==> src/verilog/bcwp_pkg.sv <==
/*
  Constants for the bar code word packer: timing, character codes,
  register map, field positions and reset values.
  Assumes a 100 MHz system clock and a 32-bit plain register port.
*/
// Behaviour
// - Each completed scan is written into a word block starting at a programmable head word.
// - Every data word after the head holds two character positions, scanned characters or space fill.
// - The destination word count is accepted only from 2 to 32 inclusive.
// - The head word receives the number of characters received from the scanner.
// - Characters go to successive words in ascending address order, in scan order.
// - Characters beyond the block are dropped; nothing is written past the block.
// - Unused character positions of a short scan are filled with space 20h.
// - The head count is the full received length, including truncated characters.
// - While the scanner function is enabled the serial port serves only the scanner; the code gives the port to the link when both are enabled.
// - A host transfer attempt fails while the scanner owns the port; no mode switch.
// - Port owner by fixed priority: link, scanner, printer, pass-through, screen transfer.
// - An enabled function disables every serial function of lower priority.
// - Scanner enable comes only from downloaded configuration, no local setting.
// - Scanner link is 9600 bps, 8 data bits, even parity, one stop bit.
// - A scan frame has no header, ASCII characters, and ends with carriage return.
// - Ready flag rises after storing a scan; acknowledge clears it.
// - No scan is written while discard, acknowledge or ready is set; discard clears it.
package bcwp_pkg;
  // Timing
  localparam int CLK_HZ     = 100_000_000;
  localparam int BAUD_BPS   = 9600;
  localparam int BIT_CYC    = CLK_HZ / BAUD_BPS;
  localparam int DATA_BITS  = 8;
  // Block geometry
  localparam int WCOUNT_MIN = 2;
  localparam int WCOUNT_MAX = 32;
  localparam int MAX_CHARS  = 2 * (WCOUNT_MAX - 1);
  // Character codes
  localparam logic [7:0] CHAR_CR    = 8'h0d;
  localparam logic [7:0] CHAR_SPACE = 8'h20;
  // Register offsets
  localparam logic [7:0] REG_CFG    = 8'h00;
  localparam logic [7:0] REG_HEAD   = 8'h04;
  localparam logic [7:0] REG_WCOUNT = 8'h08;
  localparam logic [7:0] REG_OWNER  = 8'h0c;
  localparam logic [7:0] REG_STATUS = 8'h10;
  localparam logic [7:0] REG_MASK   = 8'h14;
  localparam logic [7:0] REG_RXLEN  = 8'h18;
  // Function enable bits, highest priority first
  localparam int FUNC_N     = 5;
  localparam int CFG_LINK   = 0;
  localparam int CFG_SCAN   = 1;
  localparam int CFG_PRINT  = 2;
  localparam int CFG_PASS   = 3;
  localparam int CFG_XFER   = 4;
  // Status and mask bits
  localparam int ST_W        = 5;
  localparam int ST_STORED   = 0;
  localparam int ST_TRUNC    = 1;
  localparam int ST_DROP     = 2;
  localparam int ST_HOSTFAIL = 3;
  localparam int ST_PARERR   = 4;
  // Reset values
  localparam logic [FUNC_N-1:0] CFG_RST    = 5'h00;
  localparam logic [15:0]       HEAD_RST   = 16'h0000;
  localparam logic [5:0]        WCOUNT_RST = 6'h02;
endpackage

==> src/verilog/bcwp_top.sv <==
/*
  Bar code word packer: scanner serial receiver, frame assembly,
  word writer toward the controller, port owner arbiter and registers.
  Assumes one 100 MHz clock; the scanner line is asynchronous, all other
  inputs come from logic on the same clock.
*/
// Local design decisions: the register offsets and strobed register access.
`timescale 1ns/1ps
module bcwp_top
  import bcwp_pkg::*;
#(
  parameter int BIT_CYCLES = BIT_CYC
)(
  // Clock and reset
  input  wire logic              clk_in,
  input  wire logic              rst_b_in,
  // Register port
  input  wire logic [7:0]        reg_addr_in,
  input  wire logic [31:0]       reg_wdata_in,
  input  wire logic              reg_wr_in,
  input  wire logic              reg_rd_in,
  output logic      [31:0]       reg_rdata_out,
  // Scanner serial line
  input  wire logic              scan_rx_in,
  // Serial port arbitration
  input  wire logic              host_xfer_req_in,
  output logic      [FUNC_N-1:0] port_owner_out,
  output logic                   xfer_mode_out,
  // Controller word writes
  output logic                   word_we_out,
  output logic      [15:0]       word_addr_out,
  output logic      [15:0]       word_data_out,
  // Controller handshake
  output logic                   scan_ready_out,
  input  wire logic              scan_discard_in,
  input  wire logic              scan_ack_in,
  // Interrupt
  output logic                   irq_out
);

  localparam int          CW        = $clog2(BIT_CYCLES + 1);
  localparam logic [CW-1:0] BIT_FULL = CW'(BIT_CYCLES - 1);
  localparam logic [CW-1:0] BIT_HALF = CW'(BIT_CYCLES / 2);

  typedef enum logic [2:0] {RX_IDLE, RX_START, RX_DATA, RX_PAR, RX_STOP} bcwp_rx_t;
  typedef enum logic [1:0] {W_IDLE, W_HEAD, W_DATA} bcwp_wr_t;

  logic [FUNC_N-1:0] cfg_q;
  logic [15:0]       head_q;
  logic [5:0]        wcount_q;
  logic [ST_W-1:0]   status_q;
  logic [ST_W-1:0]   mask_q;
  logic [ST_W-1:0]   events;
  logic [31:0]       rdata_q;
  logic              scan_own;
  logic              rx_s1_q;
  logic              rx_s2_q;
  bcwp_rx_t          rx_st_q;
  logic [CW-1:0]     bit_cnt_q;
  logic [2:0]        bit_idx_q;
  logic [7:0]        shreg_q;
  logic              par_q;
  logic              par_bad_q;
  logic              char_stb_q;
  logic              char_ok_q;
  logic [7:0]        char_q;
  logic [7:0]        buf_q [MAX_CHARS];
  logic [15:0]       len_q;
  logic              skip_q;
  logic              blocked;
  logic              frame_go;
  bcwp_wr_t          wr_st_q;
  logic [15:0]       wr_len_q;
  logic [15:0]       head_lat_q;
  logic [5:0]        wc_lat_q;
  logic [5:0]        w_idx_q;
  logic [5:0]        pos;
  logic              ready_q;
  logic              wr_done;

  // Arbiter: lowest set enable bit wins, all others are masked off
  assign port_owner_out = cfg_q & ~(cfg_q - 5'h01);
  assign scan_own       = port_owner_out[CFG_SCAN];
  assign xfer_mode_out  = port_owner_out[CFG_XFER];

  // Configuration arrives only over the download port; no local pin enables it
  always_ff @(posedge clk_in or negedge rst_b_in) begin
    if (!rst_b_in) begin
      cfg_q    <= CFG_RST;
      head_q   <= HEAD_RST;
      wcount_q <= WCOUNT_RST;
      mask_q   <= '0;
    end else if (reg_wr_in) begin
      case (reg_addr_in)
        REG_CFG:  cfg_q <= reg_wdata_in[FUNC_N-1:0];
        REG_HEAD: head_q <= reg_wdata_in[15:0];
        REG_WCOUNT: begin
          // Out-of-range counts are ignored so the block never grows past 32 words
          if (reg_wdata_in >= 32'(WCOUNT_MIN) && reg_wdata_in <= 32'(WCOUNT_MAX)) begin
            wcount_q <= reg_wdata_in[5:0];
          end
        end
        REG_MASK: mask_q <= reg_wdata_in[ST_W-1:0];
        default: ;
      endcase
    end
  end

  // Sticky status: a new event beats a write-one clear in the same cycle
  always_ff @(posedge clk_in or negedge rst_b_in) begin
    if (!rst_b_in) begin
      status_q <= '0;
    end else if (reg_wr_in && reg_addr_in == REG_STATUS) begin
      status_q <= (status_q & ~reg_wdata_in[ST_W-1:0]) | events;
    end else begin
      status_q <= status_q | events;
    end
  end
  assign irq_out = |(status_q & mask_q);
  always_ff @(posedge clk_in or negedge rst_b_in) begin
    if (!rst_b_in) begin
      rdata_q <= '0;
    end else if (reg_rd_in) begin
      case (reg_addr_in)
        REG_CFG:    rdata_q <= {27'h0, cfg_q};
        REG_HEAD:   rdata_q <= {16'h0, head_q};
        REG_WCOUNT: rdata_q <= {26'h0, wcount_q};
        REG_OWNER:  rdata_q <= {27'h0, port_owner_out};
        REG_STATUS: rdata_q <= {27'h0, status_q};
        REG_MASK:   rdata_q <= {27'h0, mask_q};
        REG_RXLEN:  rdata_q <= {16'h0, wr_len_q};
        default:    rdata_q <= '0;
      endcase
    end else begin
      rdata_q <= '0;
    end
  end

  assign reg_rdata_out = rdata_q;

  // Two-stage synchroniser on the scanner line
  always_ff @(posedge clk_in or negedge rst_b_in) begin
    if (!rst_b_in) begin
      rx_s1_q <= 1'b1;
      rx_s2_q <= 1'b1;
    end else begin
      rx_s1_q <= scan_rx_in;
      rx_s2_q <= rx_s1_q;
    end
  end

  // Fixed 8E1 receiver sampling at mid-bit; not configurable by design
  always_ff @(posedge clk_in or negedge rst_b_in) begin
    if (!rst_b_in) begin
      rx_st_q    <= RX_IDLE;
      bit_cnt_q  <= '0;
      bit_idx_q  <= '0;
      shreg_q    <= '0;
      par_q      <= 1'b0;
      par_bad_q  <= 1'b0;
      char_stb_q <= 1'b0;
      char_ok_q  <= 1'b0;
      char_q     <= '0;
    end else begin
      char_stb_q <= 1'b0;
      if (bit_cnt_q != '0) begin
        bit_cnt_q <= bit_cnt_q - 1'b1;
      end
      case (rx_st_q)
        RX_IDLE: begin
          if (scan_own && !rx_s2_q) begin
            rx_st_q   <= RX_START;
            bit_cnt_q <= BIT_HALF;
          end
        end
        RX_START: begin
          if (bit_cnt_q == '0) begin
            rx_st_q   <= rx_s2_q ? RX_IDLE : RX_DATA;
            bit_cnt_q <= BIT_FULL;
            bit_idx_q <= '0;
            par_q     <= 1'b0;
          end
        end
        RX_DATA: begin
          if (bit_cnt_q == '0) begin
            shreg_q   <= {rx_s2_q, shreg_q[7:1]};
            par_q     <= par_q ^ rx_s2_q;
            bit_idx_q <= bit_idx_q + 3'h1;
            bit_cnt_q <= BIT_FULL;
            if (bit_idx_q == 3'(DATA_BITS - 1)) begin
              rx_st_q <= RX_PAR;
            end
          end
        end
        RX_PAR: begin
          if (bit_cnt_q == '0) begin
            par_bad_q <= par_q ^ rx_s2_q;
            bit_cnt_q <= BIT_FULL;
            rx_st_q   <= RX_STOP;
          end
        end
        RX_STOP: begin
          if (bit_cnt_q == '0) begin
            char_stb_q <= 1'b1;
            char_ok_q  <= rx_s2_q && !par_bad_q;
            char_q     <= shreg_q;
            rx_st_q    <= RX_IDLE;
          end
        end
        default: rx_st_q <= RX_IDLE;
      endcase
    end
  end

  // The buffer is frozen while a scan is pending, so new characters cannot land
  assign blocked  = ready_q || scan_ack_in || scan_discard_in || wr_st_q != W_IDLE;
  assign frame_go = char_stb_q && char_ok_q && char_q == CHAR_CR && !skip_q && !blocked;

  always_ff @(posedge clk_in or negedge rst_b_in) begin
    if (!rst_b_in) begin
      len_q  <= '0;
      skip_q <= 1'b0;
    end else if (char_stb_q) begin
      if (blocked || !char_ok_q) begin
        len_q  <= '0;
        skip_q <= char_q != CHAR_CR;
      end else if (char_q == CHAR_CR) begin
        len_q  <= '0;
        skip_q <= 1'b0;
      end else if (!skip_q && len_q != 16'hffff) begin
        len_q <= len_q + 16'h1;
      end
    end else if (scan_discard_in) begin
      len_q <= '0;
    end
  end

  always_ff @(posedge clk_in) begin
    if (char_stb_q && char_ok_q && !blocked && !skip_q && char_q != CHAR_CR
        && len_q < 16'(MAX_CHARS)) begin
      buf_q[len_q[5:0]] <= char_q;
    end
  end

  function automatic logic [7:0] char_at(input logic [5:0] p);
    if ({10'h0, p} < wr_len_q) begin
      char_at = buf_q[p];
    end else begin
      char_at = CHAR_SPACE;
    end
  endfunction

  assign pos = 6'((w_idx_q - 6'h1) << 1);

  // Word writer: head first, then data words in ascending order
  always_ff @(posedge clk_in or negedge rst_b_in) begin
    if (!rst_b_in) begin
      wr_st_q       <= W_IDLE;
      wr_len_q      <= '0;
      head_lat_q    <= '0;
      wc_lat_q      <= WCOUNT_RST;
      w_idx_q       <= '0;
      word_we_out   <= 1'b0;
      word_addr_out <= '0;
      word_data_out <= '0;
    end else begin
      word_we_out <= 1'b0;
      case (wr_st_q)
        W_IDLE: begin
          if (frame_go) begin
            wr_len_q   <= len_q;
            head_lat_q <= head_q;
            wc_lat_q   <= wcount_q;
            wr_st_q    <= W_HEAD;
          end
        end
        W_HEAD: begin
          word_we_out   <= 1'b1;
          word_addr_out <= head_lat_q;
          word_data_out <= wr_len_q;
          w_idx_q       <= 6'h1;
          wr_st_q       <= W_DATA;
        end
        W_DATA: begin
          word_we_out   <= 1'b1;
          word_addr_out <= head_lat_q + {10'h0, w_idx_q};
          word_data_out <= {char_at(pos + 6'h1), char_at(pos)};
          w_idx_q       <= w_idx_q + 6'h1;
          if (w_idx_q == wc_lat_q - 6'h1) begin
            wr_st_q <= W_IDLE;
          end
        end
        default: wr_st_q <= W_IDLE;
      endcase
    end
  end

  assign wr_done = wr_st_q == W_DATA && w_idx_q == wc_lat_q - 6'h1;

  always_ff @(posedge clk_in or negedge rst_b_in) begin
    if (!rst_b_in) begin
      ready_q <= 1'b0;
    end else if (wr_done) begin
      ready_q <= 1'b1;
    end else if (scan_ack_in) begin
      ready_q <= 1'b0;
    end
  end

  assign scan_ready_out = ready_q;

  always_comb begin
    events              = '0;
    events[ST_STORED]   = wr_done;
    events[ST_TRUNC]    = wr_done && wr_len_q > 16'(2 * (wc_lat_q - 6'h1));
    events[ST_DROP]     = char_stb_q && char_ok_q && blocked;
    events[ST_HOSTFAIL] = host_xfer_req_in && !xfer_mode_out;
    events[ST_PARERR]   = char_stb_q && !char_ok_q;
  end
endmodule
==> config.mk <==
export PLATFORM = sky130hd
export DESIGN_NAME = bcwp_top
export DESIGN_NICKNAME = d
export VERILOG_FILES = /design/src/verilog/bcwp_pkg.sv /design/src/verilog/bcwp_top.sv
export SDC_FILE = /design/constraint.sdc
export NUM_CORES = 1
export LEC_CHECK = 0
export ABC_AREA = 1
export BUFFER_PORTS_ARGS = -buffer_cell sky130_fd_sc_hd__buf_4
export CAP_MARGIN = 40
export CORE_UTILIZATION = 60
export CTS_CLUSTER_SIZE = 12
export DETAILED_ROUTE_END_ITERATION = 16
export HOLD_SLACK_MARGIN = 0.06
export MAX_ROUTING_LAYER = met4
export PLACE_DENSITY = 0.77
export SLEW_MARGIN = 20
export SYNTH_ARGS = -nofsm -noshare
export SYNTH_HDL_FRONTEND = slang
export SYNTH_SLANG_ARGS = --single-unit
export TNS_END_PERCENT = 20
==> constraint.sdc <==
create_clock -name clk_in -period 3.8 [get_ports clk_in]
set_clock_uncertainty 0.15 [all_clocks]
set_input_delay 0.19 -clock clk_in [delete_from_list [all_inputs] [get_ports clk_in]]
set_output_delay 0.19 -clock clk_in [all_outputs]
set_load 0.02 [all_outputs]
Yosys cells after proc, flatten, opt, wreduce, memory -nomap -nowiden:

Memory sizes are Yosys's and may differ from the RTL's.
Index checks and enable logic that the tools add are counted.

* bits in registers: 208
* RAM bits: 496
* output and inout bits: 73
* word-level logic and storage cells: 176
* memories: 1

Memory list
* buf_q: depth 62, bits a word 8, read ports 2, clocked after Yosys merged registers in 0, wr ports 1, line bcwp_top.sv:67 `logic [7:0] buf_q [MAX_CHARS];`

* add/subtract/negate cells: 10
* magnitude comparators: 6
* equal/unequal tests: 26
* multiplexer cells: 42
* bitwise logic cells: 8
* reductions and logical operators: 55

Operator list (number)
* 16-bit one-hot mux with 7 select lines: 1
* 16-bit two-way mux: 5
* 16-bit one-hot mux with 2 select lines: 2
* 14-bit two-way mux: 3
* 32-bit by 2-bit >= comparator with 1-bit output, second input constant: 1
* 32-bit by 6-bit less-or-equal comparator with 1-bit output, second input constant: 1
* 6-bit by 16-bit < comparator with 1-bit output: 2
* 32-bit two-way mux: 1
* 14-bit one-hot mux with 2 select lines: 1
* 8-bit by 4-bit equality test with 1-bit output, second input constant: 3
* 8-bit by 5-bit equality test with 1-bit output, second input constant: 3
* 3-bit two-way mux: 7
* 2-bit AND reduction: 10
* 1-bit logical AND: 18
* 16-bit by 1-bit adder with 16-bit output, second input constant: 1
* 16-bit by 6-bit adder with 16-bit output: 1
* 16-bit greater-than comparator: 1
* 16-bit by 6-bit < comparator with 1-bit output, second input constant: 1
* 8-bit two-way mux: 2
* 16-bit != test, second input constant: 1
* 2-bit != test, second input constant: 8
* 5-bit AND: 3
* 3-bit one-hot mux with 5 select lines: 1
* 14-bit logical NOT: 1
* other kinds (37): 69

Depth between registers and ports, before layout:

* depth in word-level cells: 10
* mapped depth: 22

Worst setup path after synthesis:

No wires, ideal clock.

* path type: register -> register
* start point: reg w_idx_q[0]
* end point: reg word_data_out[0]
* data arrival time: 3232 ps
* required time: 3585 ps
* setup slack: 354 ps
* stages on the path, launching flop included: 21
* path buffers: 6
* cells stage by stage: dfrtp_1 buf_2 inv_1 buf_4 buf_4 buf_2 ha_1 nand3_1 xor2_2 inv_2 buf_2 ha_1 nand2_1 inv_1 o21ai_0 nand2_1 a21oi_1 and2_1 clkbuf_1 nand3_1 nand2_1

* word-level cells in the longest chain between the ends: 4

RTL lines
* from (decl): line bcwp_top.sv:76 `logic [5:0] w_idx_q;`
* from (signal assigned): line bcwp_top.sv:288 `w_idx_q <= w_idx_q + 6'h1;`
* 5-bit by 1-bit subtractor with 5-bit output *: line bcwp_top.sv:253 `assign pos = 6'((w_idx_q - 6'h1) << 1);`
* 6-bit by 16-bit < comparator with 1-bit output or memory 62 x 8 bit (tied branches)
* 8-bit two-way mux *: line bcwp_top.sv:246 `if ({10'h0, p} < wr_len_q) begin`
* 16-bit one-hot mux with 2 select lines *: line bcwp_top.sv:268 `case (wr_st_q)`
* to (signal assigned): line bcwp_top.sv:280 `word_data_out <= wr_len_q;`
* to (signal assigned): line bcwp_top.sv:287 `word_data_out <= {char_at(pos + 6'h1), char_at(pos)};`
* to (decl): line bcwp_top.sv:32 `output logic [15:0] word_data_out,`

Every way passes the cells marked *; elsewhere a longest branch is shown, timed or not.
A chain may end at the register's enable or synchronous reset.

Worst setup path after layout:

* start point: in reg_addr_in[4]
* end point: reg mask_q[2]

* word-level cells in the longest chain between the ends: 2

RTL lines
* from (decl): line bcwp_top.sv:18 `input wire logic [7:0] reg_addr_in,`
* 8-bit by 5-bit equality test with 1-bit output: line bcwp_top.sv:94 `case (reg_addr_in)`
* 2-bit AND reduction (no source line)
* to (signal assigned): line bcwp_top.sv:103 `REG_MASK: mask_q <= reg_wdata_in[ST_W-1:0];`
* to (decl): line bcwp_top.sv:52 `logic [ST_W-1:0] mask_q;`

Every way passes these cells.

==> out/results.ini <==
[clock_tree]
hold_buffers=44
cts-resized-gates=0
clk_latency_ns=0.62
htree_levels=3
cts_tree=done
root_buffer=clkbuf_16
post_cts.repair.setup_buffers=0
cts_num_sinks=688
path_clk_slew_ns=0.05
numCtsBuffers=72
clk_path_buf_depth=3

[die]
die_h_um=228
fp.dieW_um=228
fp-row-count=82
start_util=0.609
ioPinCount=121
core_um2=50200
die_area_um2=51800

[outcome]
status=completed

[synthesis]
yosys.area.top_type=edfxtp_1
synth.cell_area_um2=30500
ys_async_sr_fraction=0.279
synthTopCellsByArea=edfxtp_1, dfrtp_1, nand2_1, nand3_1, inv_1
synth.most_common_cell=nand2_1
ys_ff_latch=688
ys_types=54
yosys-top-cells-count=nand2_1, edfxtp_1, nand3_1
synth-edff-count=496
avgSynthCellArea_um2=10.1
netlist.area_leader.share=0.488
yosysSeqAreaShare=0.645
ys.flop_type=edfxtp_1
synth_cells=3036
synth_warnings=0

[global_routing]
grt_max_degree=247
track_usage=0.320
grt_pass1_wl_um=121000
antenna_found_initial=0
overflow=0
grt_pass1_vias=21900

[layout]
post-route-util=0.691
postLayoutCellArea_um2=34700
antenna_cells=0
drive_gt1_frac=0.0913
area_growth_pct=13.6
multi_input_area_um2=9300
seq_area_um2=19700
fill_cells=3634
nNetsFinal=3246

[detailed_routing]
ant_nets=0
first_iter_violations=2595
post-route-drc-count=0
wl_per_cell_um=20.4
drt-pass1-iter-count=9
dr_wl_met2_um=37800
vias=22800
maxUsedRoutingLayer=met4
wl_met3_um=6530
met1_length_um=31400
viasPerCell=5.90
finalWirelength_um=79100

[timing]
fmax_mhz=299
timing_hold_violations_final=0
setup-violations-final=0
post-route-period-util=0.879
min_period_ns=3.34
tns_ns=0
worstMarginPinSlew_ns=1.10
slew-limit-headroom=0.267
rsz0062_at_grt=no
slew_viol_final=0

[worst_setup_path]
worstSetupStartpointType=input pin
path_max_fanout=13
required_ns=4.19
cp.arrival_ns=3.74
worstSetupPathType=in2reg
endpoint_kind=flop

[power]
p_sw_mw=3.28
finalPower_mw=15.4
swShare=0.213
pwr-share-comb=0.037
ir_drop_mv=0.344
power_per_cell_area_nw_per_um2=444
p_leak_nw=14.4
pwr-share-seq=0.531
clkPwrFrac=0.432
p_int_mw=12.1

[min_path]
hold_path_class=in2reg

[placement]
port_buffers=104
hpwl_um=48500
dpl_cell_area_um2=31800
gp_congestion=0.970

[job]
cap_violations=0

-- registers in the layout, indices dropped and copies added (netlist names), 5 cells and up --
signal / flops
bit_cnt_q: 14
status_q: 5
head_q: 16
mask_q: 5
reg_rdata_out: 16
buf_q: 496
wr_len_q: 16
shreg_q: 8
cfg_q: 5
w_idx_q: 6
word_addr_out: 16
word_data_out: 16
head_lat_q: 16
len_q: 16
char_q: 8
wcount_q: 6
wc_lat_q: 6
-- layout make-up --
| class | count | share of cell area |
|---|---|---|
| repair buffers | 187 | 0.0509 |
| well taps | 672 | 0.0242 |
| clock inverters | 22 | 0.00649 |
| flip-flops and latches | 688 | 0.569 |
| inverters | 233 | 0.0254 |
| multi-input cells | 1976 | 0.268 |
| clock buffers | 93 | 0.0563 |
-- placed cells by master, fill, tap and decap left out, drive strengths merged, types with 10 or more instances in the layout --
| cell type | Yosys | final |
|---|---|---|
| a21oi | 40 | 40 |
| nand4 | 22 | 22 |
| o211ai | 26 | 26 |
| o21ai | 171 | 171 |
| mux2 | 10 | 10 |
| clkbuf | 57 | 94 |
| nor3 | 35 | 35 |
| nand3 | 476 | 476 |
| conb | 1 | 16 |
| inv | 231 | 237 |
| edfxtp | 496 | 496 |
| nand2 | 871 | 871 |
| clkinv | 2 | 15 |
| nor2 | 201 | 201 |
| ha | 39 | 39 |
| buf | 97 | 141 |
| dfrtp | 188 | 188 |
| dlygate4sd3 | 0 | 45 |
| xor2 | 15 | 15 |
-- per-stage QoR --
step / setup WS [ns] / std cells / hold WS, ns
after floorplan: 0.354 / 3051 / -0.256
after global placement: 0.632 / 3701 / 0.148
after detailed placement: 0.526 / 3703 / 0.159
after CTS: 0.512 / 3862 / 0.0631
after global routing: 0.216 / 3871 / 0.0704
final: 0.459 / 3871 / 0.0865
-- worst max-delay path, cell delays in order --
cell and delay [ns]:
dlygate4sd3_1 0.54, buf_4 0.13, inv_1 0.04, nor2_1 0.60
nand2_1 0.30, nor2_1 0.57, nand2_1 0.12, dlygate4sd3_1 0.60
o21ai_0 0.08, dlygate4sd3_1 0.56
-- power groups by stage --
| stage | combinational [mW] | clock, mW | sequential [mW] |
|---|---|---|---|
| final | 0.569 | 6.66 | 8.17 |
| after detailed placement | 0.521 | 0 | 8.31 |
| after global routing | 0.644 | 6.99 | 8.17 |
| after floorplan | 0.368 | 0 | 8.29 |
| after global placement | 0.503 | 0 | 8.31 |
| after CTS | 0.557 | 6.71 | 8.16 |
-- cells by family (layout without fill, tap and decap cells) --
logic type	Yosys count	in the layout	share of synthesized area
xor gates and xnor gates	19	19	0.00594
other	1	16	0.000123
and+or+nand+nor	1624	1624	0.226
buffers and inverters	387	535	0.0535
adders and majority gates	40	40	0.0166
muxes	15	15	0.00533
DFF	688	688	0.645
AOI/OAI and AO/OA	262	262	0.0470
-- metal layers --
layer  GRT usage  vias up
met5           -        -
li1            -    10500
met4       0.132        0
met3      0.0520      236
met1       0.420    11000
met2       0.498     1134
-- path summary, 6_finish.rpt --
| path | start | end | slack (ns) | depth (start not counted) |
|---|---|---|---|---|
| max | reg_addr_in[4] | mask_q[2] | 0.46 | 10 |
| max reg2reg | wr_st_q[0] | buf_q[45][5] | 0.53 | 9 |
| min reg2reg | rx_s1_q | rx_s2_q | 0.21 | 0 |
| min | scan_rx_in | rx_s1_q | 0.09 | 2 |
| max in group asynchronous | rst_b_in | wcount_q[1] | 2.02 | 5 |
| min in group asynchronous | rst_b_in | head_q[13] | 0.37 | 3 |
Power figures use the tool's default switching activity.
